`config.mk`:
```
export PLATFORM = sky130hd
export DESIGN_NAME = msvc_ctrl
export DESIGN_NICKNAME = d
export VERILOG_FILES = /design/src/hdl/msvc_pkg.sv /design/src/hdl/msvc_ctrl.sv
export VERILOG_INCLUDE_DIRS = /design/src /design/src/hdl
export SDC_FILE = /design/constraint.sdc
export NUM_CORES = 1
export LEC_CHECK = 0
export ABC_AREA = 1
export BUFFER_PORTS_ARGS = -buffer_cell sky130_fd_sc_hd__buf_4
export CORE_MARGIN = 2
export CORE_UTILIZATION = 31
export CTS_BUF_LIST = sky130_fd_sc_hd__clkbuf_8 sky130_fd_sc_hd__clkbuf_16
export CTS_CLUSTER_DIAMETER = 80
export DETAILED_ROUTE_END_ITERATION = 12
export SYNTH_ARGS = -nofsm -noshare
export SYNTH_HDL_FRONTEND = slang
export SYNTH_SLANG_ARGS = --single-unit
```
`constraint.sdc`:
```
create_clock -name clk_i -period 4.8 [get_ports clk_i]
set_input_delay 0.96 -clock clk_i [delete_from_list [all_inputs] [get_ports clk_i]]
set_output_delay 0.96 -clock clk_i [all_outputs]
set_load 0.01 [all_outputs]
```
`src/hdl/msvc_defines.svh`:
```
// Constants for the memory-select and volume switch controller
// ============================================================
`ifndef MSVC_DEFINES_SVH
`define MSVC_DEFINES_SVH
`define MSVC_MEM_A 2'h0
`define MSVC_MEM_D 2'h3
`define MSVC_VOL_MAX 5'h1f
`define MSVC_VOL_RST 5'h10
`define MSVC_DEB_CYC 16'h03e8
`define MSVC_NUM_TRIM 4
`define MSVC_NUM_PARAM 19
`define MSVC_TRIM_LVLS 16
`endif

```
`src/hdl/msvc_pkg.sv`:
```
// Types shared by the memory-select and volume switch controller
package msvc_pkg;
  typedef enum logic [3:0] {
    MODE_MOM_SINGLE = 4'h1,
    MODE_MOM_DED = 4'h2,
    MODE_STAT_DUAL = 4'h4,
    MODE_STAT_DED = 4'h8
  } sw_mode_t;
  typedef struct packed {
    logic switch_type_setting; // 1 = static
    logic dedicate_setting;
    logic first_polarity_setting; // 1 = pullup
    logic second_polarity_setting;
    logic [3:0] mem_valid;
  } ms_cfg_t;
  typedef struct packed {
    logic digital_vol_en;
    logic analog_vol_en;
    logic vol_from_sw;
    logic rocker_ms_en;
    logic log_taper;
    logic [4:0] sw_volume;
  } vol_cfg_t;
endpackage

```
`src/hdl/msvc_ctrl.sv`:
```
// Memory-select and volume switch controller
`include "msvc_defines.svh"
module msvc_ctrl (
  // Clock and reset
  input wire logic clk_i,
  input wire logic rst_i,
  // Switch pins
  input wire logic first_select_input_i,
  input wire logic second_select_input_i,
  input wire logic volume_up_input_i,
  input wire logic volume_down_input_i,
  // Configuration
  input wire msvc_pkg::ms_cfg_t ms_cfg_i,
  input wire msvc_pkg::vol_cfg_t vol_cfg_i,
  input wire logic [15:0] deb_cycles_i,
  input wire logic [7:0] analog_vol_i,
  input wire logic [7:0] trim_raw_i [`MSVC_NUM_TRIM],
  input wire logic [1:0] trim_sel_i [`MSVC_NUM_PARAM],
  // Results
  output logic [1:0] memory_o,
  output logic [4:0] volume_o,
  output logic [7:0] analog_gain_o,
  output logic vol_up_req_o,
  output logic vol_down_req_o,
  output logic [3:0] param_val_o [`MSVC_NUM_PARAM]
);
  import msvc_pkg::*;

  // ============================================================
  // Input conditioning
  localparam int NSW = 4;
  logic [NSW-1:0] raw, s1_q, s2_q, deb_q, deb_prev_q, deb_d;
  logic [NSW-1:0] closed, press;
  logic [15:0] cnt_q [NSW];
  logic [15:0] cnt_d [NSW];
  // Polarity: pullup means a closed switch reads low
  assign raw = {volume_down_input_i, volume_up_input_i,
                second_select_input_i ^ ms_cfg_i.second_polarity_setting,
                first_select_input_i ^ ms_cfg_i.first_polarity_setting};
  // Volume pins have no polarity setting: their buttons always close to battery

  genvar gi;
  generate
    for (gi = 0; gi < NSW; gi++) begin : g_deb
      // Debounce: accept a new level only after it held a full period
      always_comb begin
        cnt_d[gi] = cnt_q[gi];
        deb_d[gi] = deb_q[gi];
        if (s2_q[gi] == deb_q[gi]) begin
          cnt_d[gi] = '0;
        end else if (cnt_q[gi] >= deb_cycles_i) begin
          deb_d[gi] = s2_q[gi];
          cnt_d[gi] = '0;
        end else begin
          cnt_d[gi] = cnt_q[gi] + 16'h0001;
        end
      end
      always_ff @(posedge clk_i) begin
        if (rst_i) begin
          cnt_q[gi] <= '0;
        end else begin
          cnt_q[gi] <= cnt_d[gi];
        end
      end
    end
  endgenerate

  // Two-stage synchroniser then debounced level and edge history
  always_ff @(posedge clk_i) begin
    if (rst_i) begin
      s1_q <= '0;
      s2_q <= '0;
      deb_q <= '0;
      deb_prev_q <= '0;
    end else begin
      s1_q <= raw;
      s2_q <= s1_q;
      deb_q <= deb_d;
      deb_prev_q <= deb_q;
    end
  end
  assign closed = deb_q;
  assign press = deb_q & ~deb_prev_q;

  // ============================================================
  // Memory selection
  sw_mode_t mode;
  logic started_q, started_d;
  logic [1:0] mem_q, mem_d, saved_q, saved_d;
  logic [1:0] dec, nxt, top;
  logic rocker_ms, in_d_q, in_d_d;

  // Mode from the two settings
  always_comb begin
    unique case ({ms_cfg_i.switch_type_setting, ms_cfg_i.dedicate_setting})
      2'b00: mode = MODE_MOM_SINGLE;
      2'b01: mode = MODE_MOM_DED;
      2'b10: mode = MODE_STAT_DUAL;
      default: mode = MODE_STAT_DED;
    endcase
  end

  // Next valid memory, wrapping to A past the highest usable one
  function automatic logic [1:0] next_mem(input logic [1:0] cur, input logic [3:0] v,
                                          input logic no_d);
    logic [1:0] c;
    logic [1:0] r;
    c = cur;
    r = `MSVC_MEM_A;
    for (int k = 0; k < 3; k++) begin
      c = c + 2'h1;
      if (c == `MSVC_MEM_A) break;
      if (v[c] && !(no_d && c == `MSVC_MEM_D) && r == `MSVC_MEM_A) begin
        r = c;
        break;
      end
    end
    return r;
  endfunction

  assign rocker_ms = vol_cfg_i.digital_vol_en & vol_cfg_i.rocker_ms_en;
  assign dec = {closed[1], closed[0]} ;
  assign top = `MSVC_MEM_D;

  // Memory update per mode
  always_comb begin
    mem_d = mem_q;
    saved_d = saved_q;
    in_d_d = in_d_q;
    started_d = 1'b1;
    nxt = next_mem(mem_q, ms_cfg_i.mem_valid | 4'h1, mode == MODE_MOM_DED);
    unique case (mode)
      MODE_MOM_SINGLE: begin
        if (press[0] || (rocker_ms && press[2])) begin
          mem_d = nxt;
        end else if (rocker_ms && press[3]) begin
          mem_d = (mem_q == `MSVC_MEM_A) ? `MSVC_MEM_A : mem_q - 2'h1;
        end
      end
      MODE_MOM_DED: begin
        if (closed[1]) begin
          if (!in_d_q) begin
            saved_d = mem_q;
          end
          in_d_d = 1'b1;
          mem_d = `MSVC_MEM_D;
        end else if (in_d_q) begin
          in_d_d = 1'b0;
          mem_d = saved_q;
        end else if (press[0]) begin
          mem_d = nxt;
        end
      end
      MODE_STAT_DUAL: begin
        mem_d = ms_cfg_i.mem_valid[dec] ? dec : `MSVC_MEM_A;
      end
      default: begin
        if (closed[1]) begin
          mem_d = `MSVC_MEM_D;
        end else begin
          mem_d = (closed[0] && ms_cfg_i.mem_valid[1]) ? 2'h1 : `MSVC_MEM_A;
        end
      end
    endcase
  end

  // Memory state registers
  always_ff @(posedge clk_i) begin
    if (rst_i) begin
      mem_q <= `MSVC_MEM_A;
      saved_q <= `MSVC_MEM_A;
      in_d_q <= 1'b0;
      started_q <= 1'b0;
    end else begin
      mem_q <= mem_d;
      saved_q <= saved_d;
      in_d_q <= in_d_d;
      started_q <= started_d;
    end
  end
  assign memory_o = mem_q;

  // ============================================================
  // Volume
  logic [4:0] vol_q, vol_d;
  logic up_q, dn_q, up_d, dn_d;
  logic [7:0] ag_q, ag_d;
  logic vc_busy;

  // Rocker used purely for memory select leaves volume to software
  assign vc_busy = rocker_ms;
  always_comb begin
    vol_d = vol_q;
    up_d = 1'b0;
    dn_d = 1'b0;
    ag_d = '0;
    if (vol_cfg_i.vol_from_sw) begin
      vol_d = vol_cfg_i.sw_volume;
    end else if (vol_cfg_i.digital_vol_en && !vc_busy) begin
      if (press[2] && vol_q != `MSVC_VOL_MAX) begin
        vol_d = vol_q + 5'h01;
        up_d = 1'b1;
      end else if (press[3] && vol_q != 5'h00) begin
        vol_d = vol_q - 5'h01;
        dn_d = 1'b1;
      end
    end else if (vol_cfg_i.analog_vol_en) begin
      // Square law stands in for a log taper; cheap and monotonic
      ag_d = vol_cfg_i.log_taper ? 8'((16'(analog_vol_i) * 16'(analog_vol_i)) >> 8)
                                 : analog_vol_i;
      vol_d = ag_d[7:3];
    end
  end
  always_ff @(posedge clk_i) begin
    if (rst_i) begin
      vol_q <= `MSVC_VOL_RST;
      up_q <= 1'b0;
      dn_q <= 1'b0;
      ag_q <= '0;
    end else begin
      vol_q <= vol_d;
      up_q <= up_d;
      dn_q <= dn_d;
      ag_q <= ag_d;
    end
  end
  assign volume_o = vol_q;
  assign vol_up_req_o = up_q;
  assign vol_down_req_o = dn_q;
  assign analog_gain_o = ag_q;

  // ============================================================
  // Trimmer assignment: each parameter picks a trimmer, top nibble is its level
  logic [3:0] pv_q [`MSVC_NUM_PARAM];
  generate
    for (gi = 0; gi < `MSVC_NUM_PARAM; gi++) begin : g_par
      always_ff @(posedge clk_i) begin
        if (rst_i) begin
          pv_q[gi] <= '0;
        end else begin
          pv_q[gi] <= trim_raw_i[trim_sel_i[gi]][7:4];
        end
      end
      assign param_val_o[gi] = pv_q[gi];
    end
  endgenerate
endmodule // msvc_ctrl

```
==> summary by stage <==
Status
The flow ran to the end, and the final reports show no timing, DRC or antenna violations.

Worst setup path
The cell type with the highest occurrence count on the critical path is nand2_1. The launch point of the worst path is analog_vol_i[2]. STA puts the critical path data required time at a little over 5 ns. On the critical path, the stage with the largest delay is an instance of fa_1. The startpoint class of the critical path is an input pin. The critical path ends at volume_o[4]. The biggest cell delay along the critical path is ~0.54 ns.

The launch point of the worst reg-to-reg path is memory_o[0]. The worst register-to-register path ends at memory_o[1]. Traced cell by cell, the critical path runs through buf_4 > nand2_1 > fa_1 > inv_1 > fa_1 > fa_1 > inv_1 > fa_1 > inv_1 > ha_4 > nand4_1 > or2_4 > nand2_2 > nand2_1 > nand3_1 > nand2_1 > xnor2_1 > nand2_1 > nand2_1 > nand2_1 > nand2_1 > nand2_1.

For flop-to-flop paths, the worst setup slack is about 2.2 ns. The classification of the worst setup path is input pin to register. The largest fanout of any net on the critical path is 5. The worst-case reg-to-reg path depth is 18. The critical path arrival is roughly 4.8 ns.

STA classifies the critical path endpoint as a register.

Logic synthesis
By area the synthesized netlist is led by dfxtp_1, ha_1, a21oi_1. The share of async-settable or async-resettable flops after synthesis is 0. Of all cell types, the one taking the most synthesized area is dfxtp_1.

Of the post-synthesis cell area, the dominant cell type holds 0.302. The post-synthesis instance total is about 1.6k. The number of nets in the synthesized netlist is about 1.9k.

The cell area that synthesis handed to floorplanning was 11600 sq um. Averaged over all synthesized cells, the footprint is ~7 sq um. The total of warnings raised by yosys is 0. The proportion of synthesized chip area in sequential cells is 0.302.

The synthesized design contains 0 enable-type register cells. The most used flip-flop cell after synthesis is dfxtp_1. The count of cell types in the netlist is 45.

In this run, synthesis produced a sequential element count of ~180.

Die
The area enclosed by the die boundary is about 39000 sq um. The die width is slightly below 200 microns. The number of rows in the core area is 70. The die outline height is a little under 200 microns. In this run the standard cell core region covers around 37000 sq um. 211 I/O pins were placed.

The starting density of the core is 0.316.

Placement
After legalization and detailed placement, the total HPWL measured 24.4 mm. Buffers placed on the I/O ports in this run total around 190. Once placement finished, the instance area stood at roughly 13000 sq um.

Routability-driven placement finished with a final weighted congestion of 0.833.

Layout
The finished cells cover between 10000 and 15000 sq um. The top cell types in the final layout, fill and taps aside, are nand2_1, a21oi_1, buf_4. Relative to the synthesized area, the layout overhead comes to 21.3%. The fraction of layout instances using a drive strength above 1 is 0.156. Counting the fill cells in the layout gives between 3k and 4k. The count of nets after finishing is 1997. The number of diodes is 0. The library cell used most frequently in the layout, excluding fill and tap cells, is nand2_1.

Power and ir drop
The sequential fraction of design power is 0.366. The peak ir drop on the vdd network is between 0.2 and 0.25 mV. For this design the ratio of total power to cell area is around 300 nW/um^2. The reported leakage power is 0.00642 uW.

The combinational share of power is 0.279. The fraction of power spent switching nets is 0.328. The part of the power in the clock network is 0.354. Summed over all nets, the switching power comes to around 1400 uW. The internal power component is about 2800 uW.

Flow run
Across the run, the number of max-cap violations was 0.

Detailed routing
The total wire length is 32.7 mm. The detail route stage leaves a number of antenna-violating nets equal to 0. The detailed-routing iteration count for the pre-antenna-repair pass is 5.

Dividing the detail-routed via count by the number of cells gives 4.90. In the final routed layout, each cell accounts on average for 14.7 microns. The final route contains between 10k and 15k vias. The first-iteration detailed-routing DRC count is just over 600. The number of remaining DRC errors is 0.

CTS
In this run, post-CTS repair resized a total of 0 instances. The library cell used as clock root buffer is clkbuf_16. After clock tree synthesis, the clock-pin slew on the worst setup and hold paths is about 0.07 ns. The post-CTS repair timing setup buffer count is 0.

The clock tree from TritonCTS is done. Clock tree synthesis inserted a total of 17 buffers. Counting along the longest clock path gives a buffer depth of 2. Clock tree synthesis found a total of approximately 180 sinks. The latest clock arrival within the worst-skew pair is 0.45 ns.

The H-tree was split into 4 levels. The number of hold buffers added after CTS was 0.

STA
In the final timing run, aggregate negative setup slack is 0 ns. The final hold violation count is 0. The peak clock frequency supported by timing is between 200 and 250 MHz. The post-route fraction of the period consumed by the critical path is 0.928.

The worst-margin pin slew is just over 0.8 ns. Setup violations remaining at the end of the flow were counted as 0. The largest clock skew in the final design is a little under 0.009 ns.

The clock period could shrink to around 4.5 ns. Setup repair after global routing left no endpoint under its margin. The worst slew margin relative to its limit is 0.443. The number of max-slew violations in the final report came to 0.

Global route
The number of global-route vias before repair came to 10.5k. Across every metal layer, demand over resource in global routing totals 0.169. The initial antenna violation count is 0. The first global-routing pass estimated roughly 53 mm of wire. The total overflow left after global routing is 0.

The largest net degree at the start of global routing is 62.

Min path
The tightest min-delay check is of the register to register type.
[kinds of logic (layout without fill, tap and decap cells)]
| kind of cell | after synthesis | count (layout) | synth area share |
|---|---|---|---|
| simple gates | 500 | 500 | 0.184 |
| compound gates | 441 | 441 | 0.215 |
| buf+inv | 317 | 462 | 0.103 |
| flops | 175 | 175 | 0.302 |
| fa+ha+maj | 132 | 132 | 0.159 |
| xor+xnor | 50 | 50 | 0.0377 |
[through the flow]
| step | instances | hold WS [ns] | worst slack (ns) | total power, uW | utilization |
|---|---|---|---|---|---|
| 6_report | 2228 | 0.406 | 0.345 | 4220 | 0.383 |
| 5_1_grt | 2228 | 0.430 | 0.0776 | 4480 | 0.383 |
| 4_1_cts | 2228 | 0.409 | 0.326 | 4270 | 0.383 |
| 3_5_place_dp | 2196 | 0.398 | -0.150 | 2760 | 0.367 |
| 3_3_place_gp | 2196 | 0.405 | -0.121 | 2740 | 0.367 |
| 2_1_floorplan | 1615 | 0.388 | 0.0311 | 2370 | - |
[registers in the layout, summed over array words and instances (netlist names)]
name / cells
pv_q: 76
cnt_q: 64
analog_gain_o: 8
volume_o: 5
closed: 4
s1_q: 4
s2_q: 4
deb_prev_q: 3
memory_o: 2
saved_q: 2
in_d_q: 1
vol_down_req_o: 1
vol_up_req_o: 1
[layer usage]
layer | vias to the layer above | track usage | routed length [microns]
met4 | 0 | 0.0473 | 454
met5 | - | 0 | 0
li1 | 5615 | - | -
met2 | 313 | 0.280 | 14900
met1 | 4966 | 0.207 | 14400
met3 | 33 | 0.0587 | 2860
[power groups by stage]
stage | sequential (uW) | combinational, uW | clock (uW)
finish | 1550 | 1180 | 1490
global route | 1550 | 1340 | 1580
CTS | 1550 | 1190 | 1540
detailed placement | 1580 | 1180 | 0
global placement | 1580 | 1160 | 0
floorplan | 1600 | 770 | 0
[worst max-delay path, delay by kind of cell]
family	cells	cell delay, ns
adder cells (fa/ha/maj)	5	2.38
AND/OR/NAND/NOR	12	0.93
buffers and inverters	4	0.30
XOR/XNOR	1	0.20
[worst min path at each step]
| stage | end | cells past startpoint | startpoint | slack, ns |
|---|---|---|---|---|
| 2_1_floorplan | s2_q[0] | 2 | s1_q[0] | 0.39 |
| 3_3_place_gp | s2_q[2] | 2 | s1_q[2] | 0.41 |
| 3_5_place_dp | s2_q[2] | 2 | s1_q[2] | 0.40 |
| 4_1_cts | s2_q[2] | 2 | s1_q[2] | 0.41 |
| 5_1_grt | s2_q[1] | 2 | s1_q[1] | 0.43 |
| 6_report | s2_q[2] | 2 | s1_q[2] | 0.41 |
[cell type report]
class,count,area (sq um),share of cell area
Tap cell,468,586,0.0416
Clock buffer,19,453,0.0322
Timing Repair Buffer,219,1640,0.117
Inverter,211,792,0.0563
Multi-Input combinational cell,1123,6930,0.492
Clock inverter,13,170,0.0121
Sequential cell,175,3500,0.249
[synthesized netlist by cell type (3+ instances only)]
master / instances
buf_2: 5
o21ai_0: 105
a21o_1: 3
fa_1: 25
nor3b_1: 6
inv_1: 199
dfxtp_1: 175
xor2_1: 31
a21oi_1: 222
xnor2_1: 19
nand4_1: 14
buf_1: 6
nand2_1: 262
nor4_1: 5
o211ai_1: 79
a21oi_2: 3
a31oi_1: 5
ha_1: 107
nor3_2: 4
nor2_1: 122
a211oi_1: 5
clkbuf_1: 94
o21a_1: 5
nor3_1: 21
or2_2: 3
clkinv_1: 10
nand3_1: 54
(Power assumes the default switching activity.)
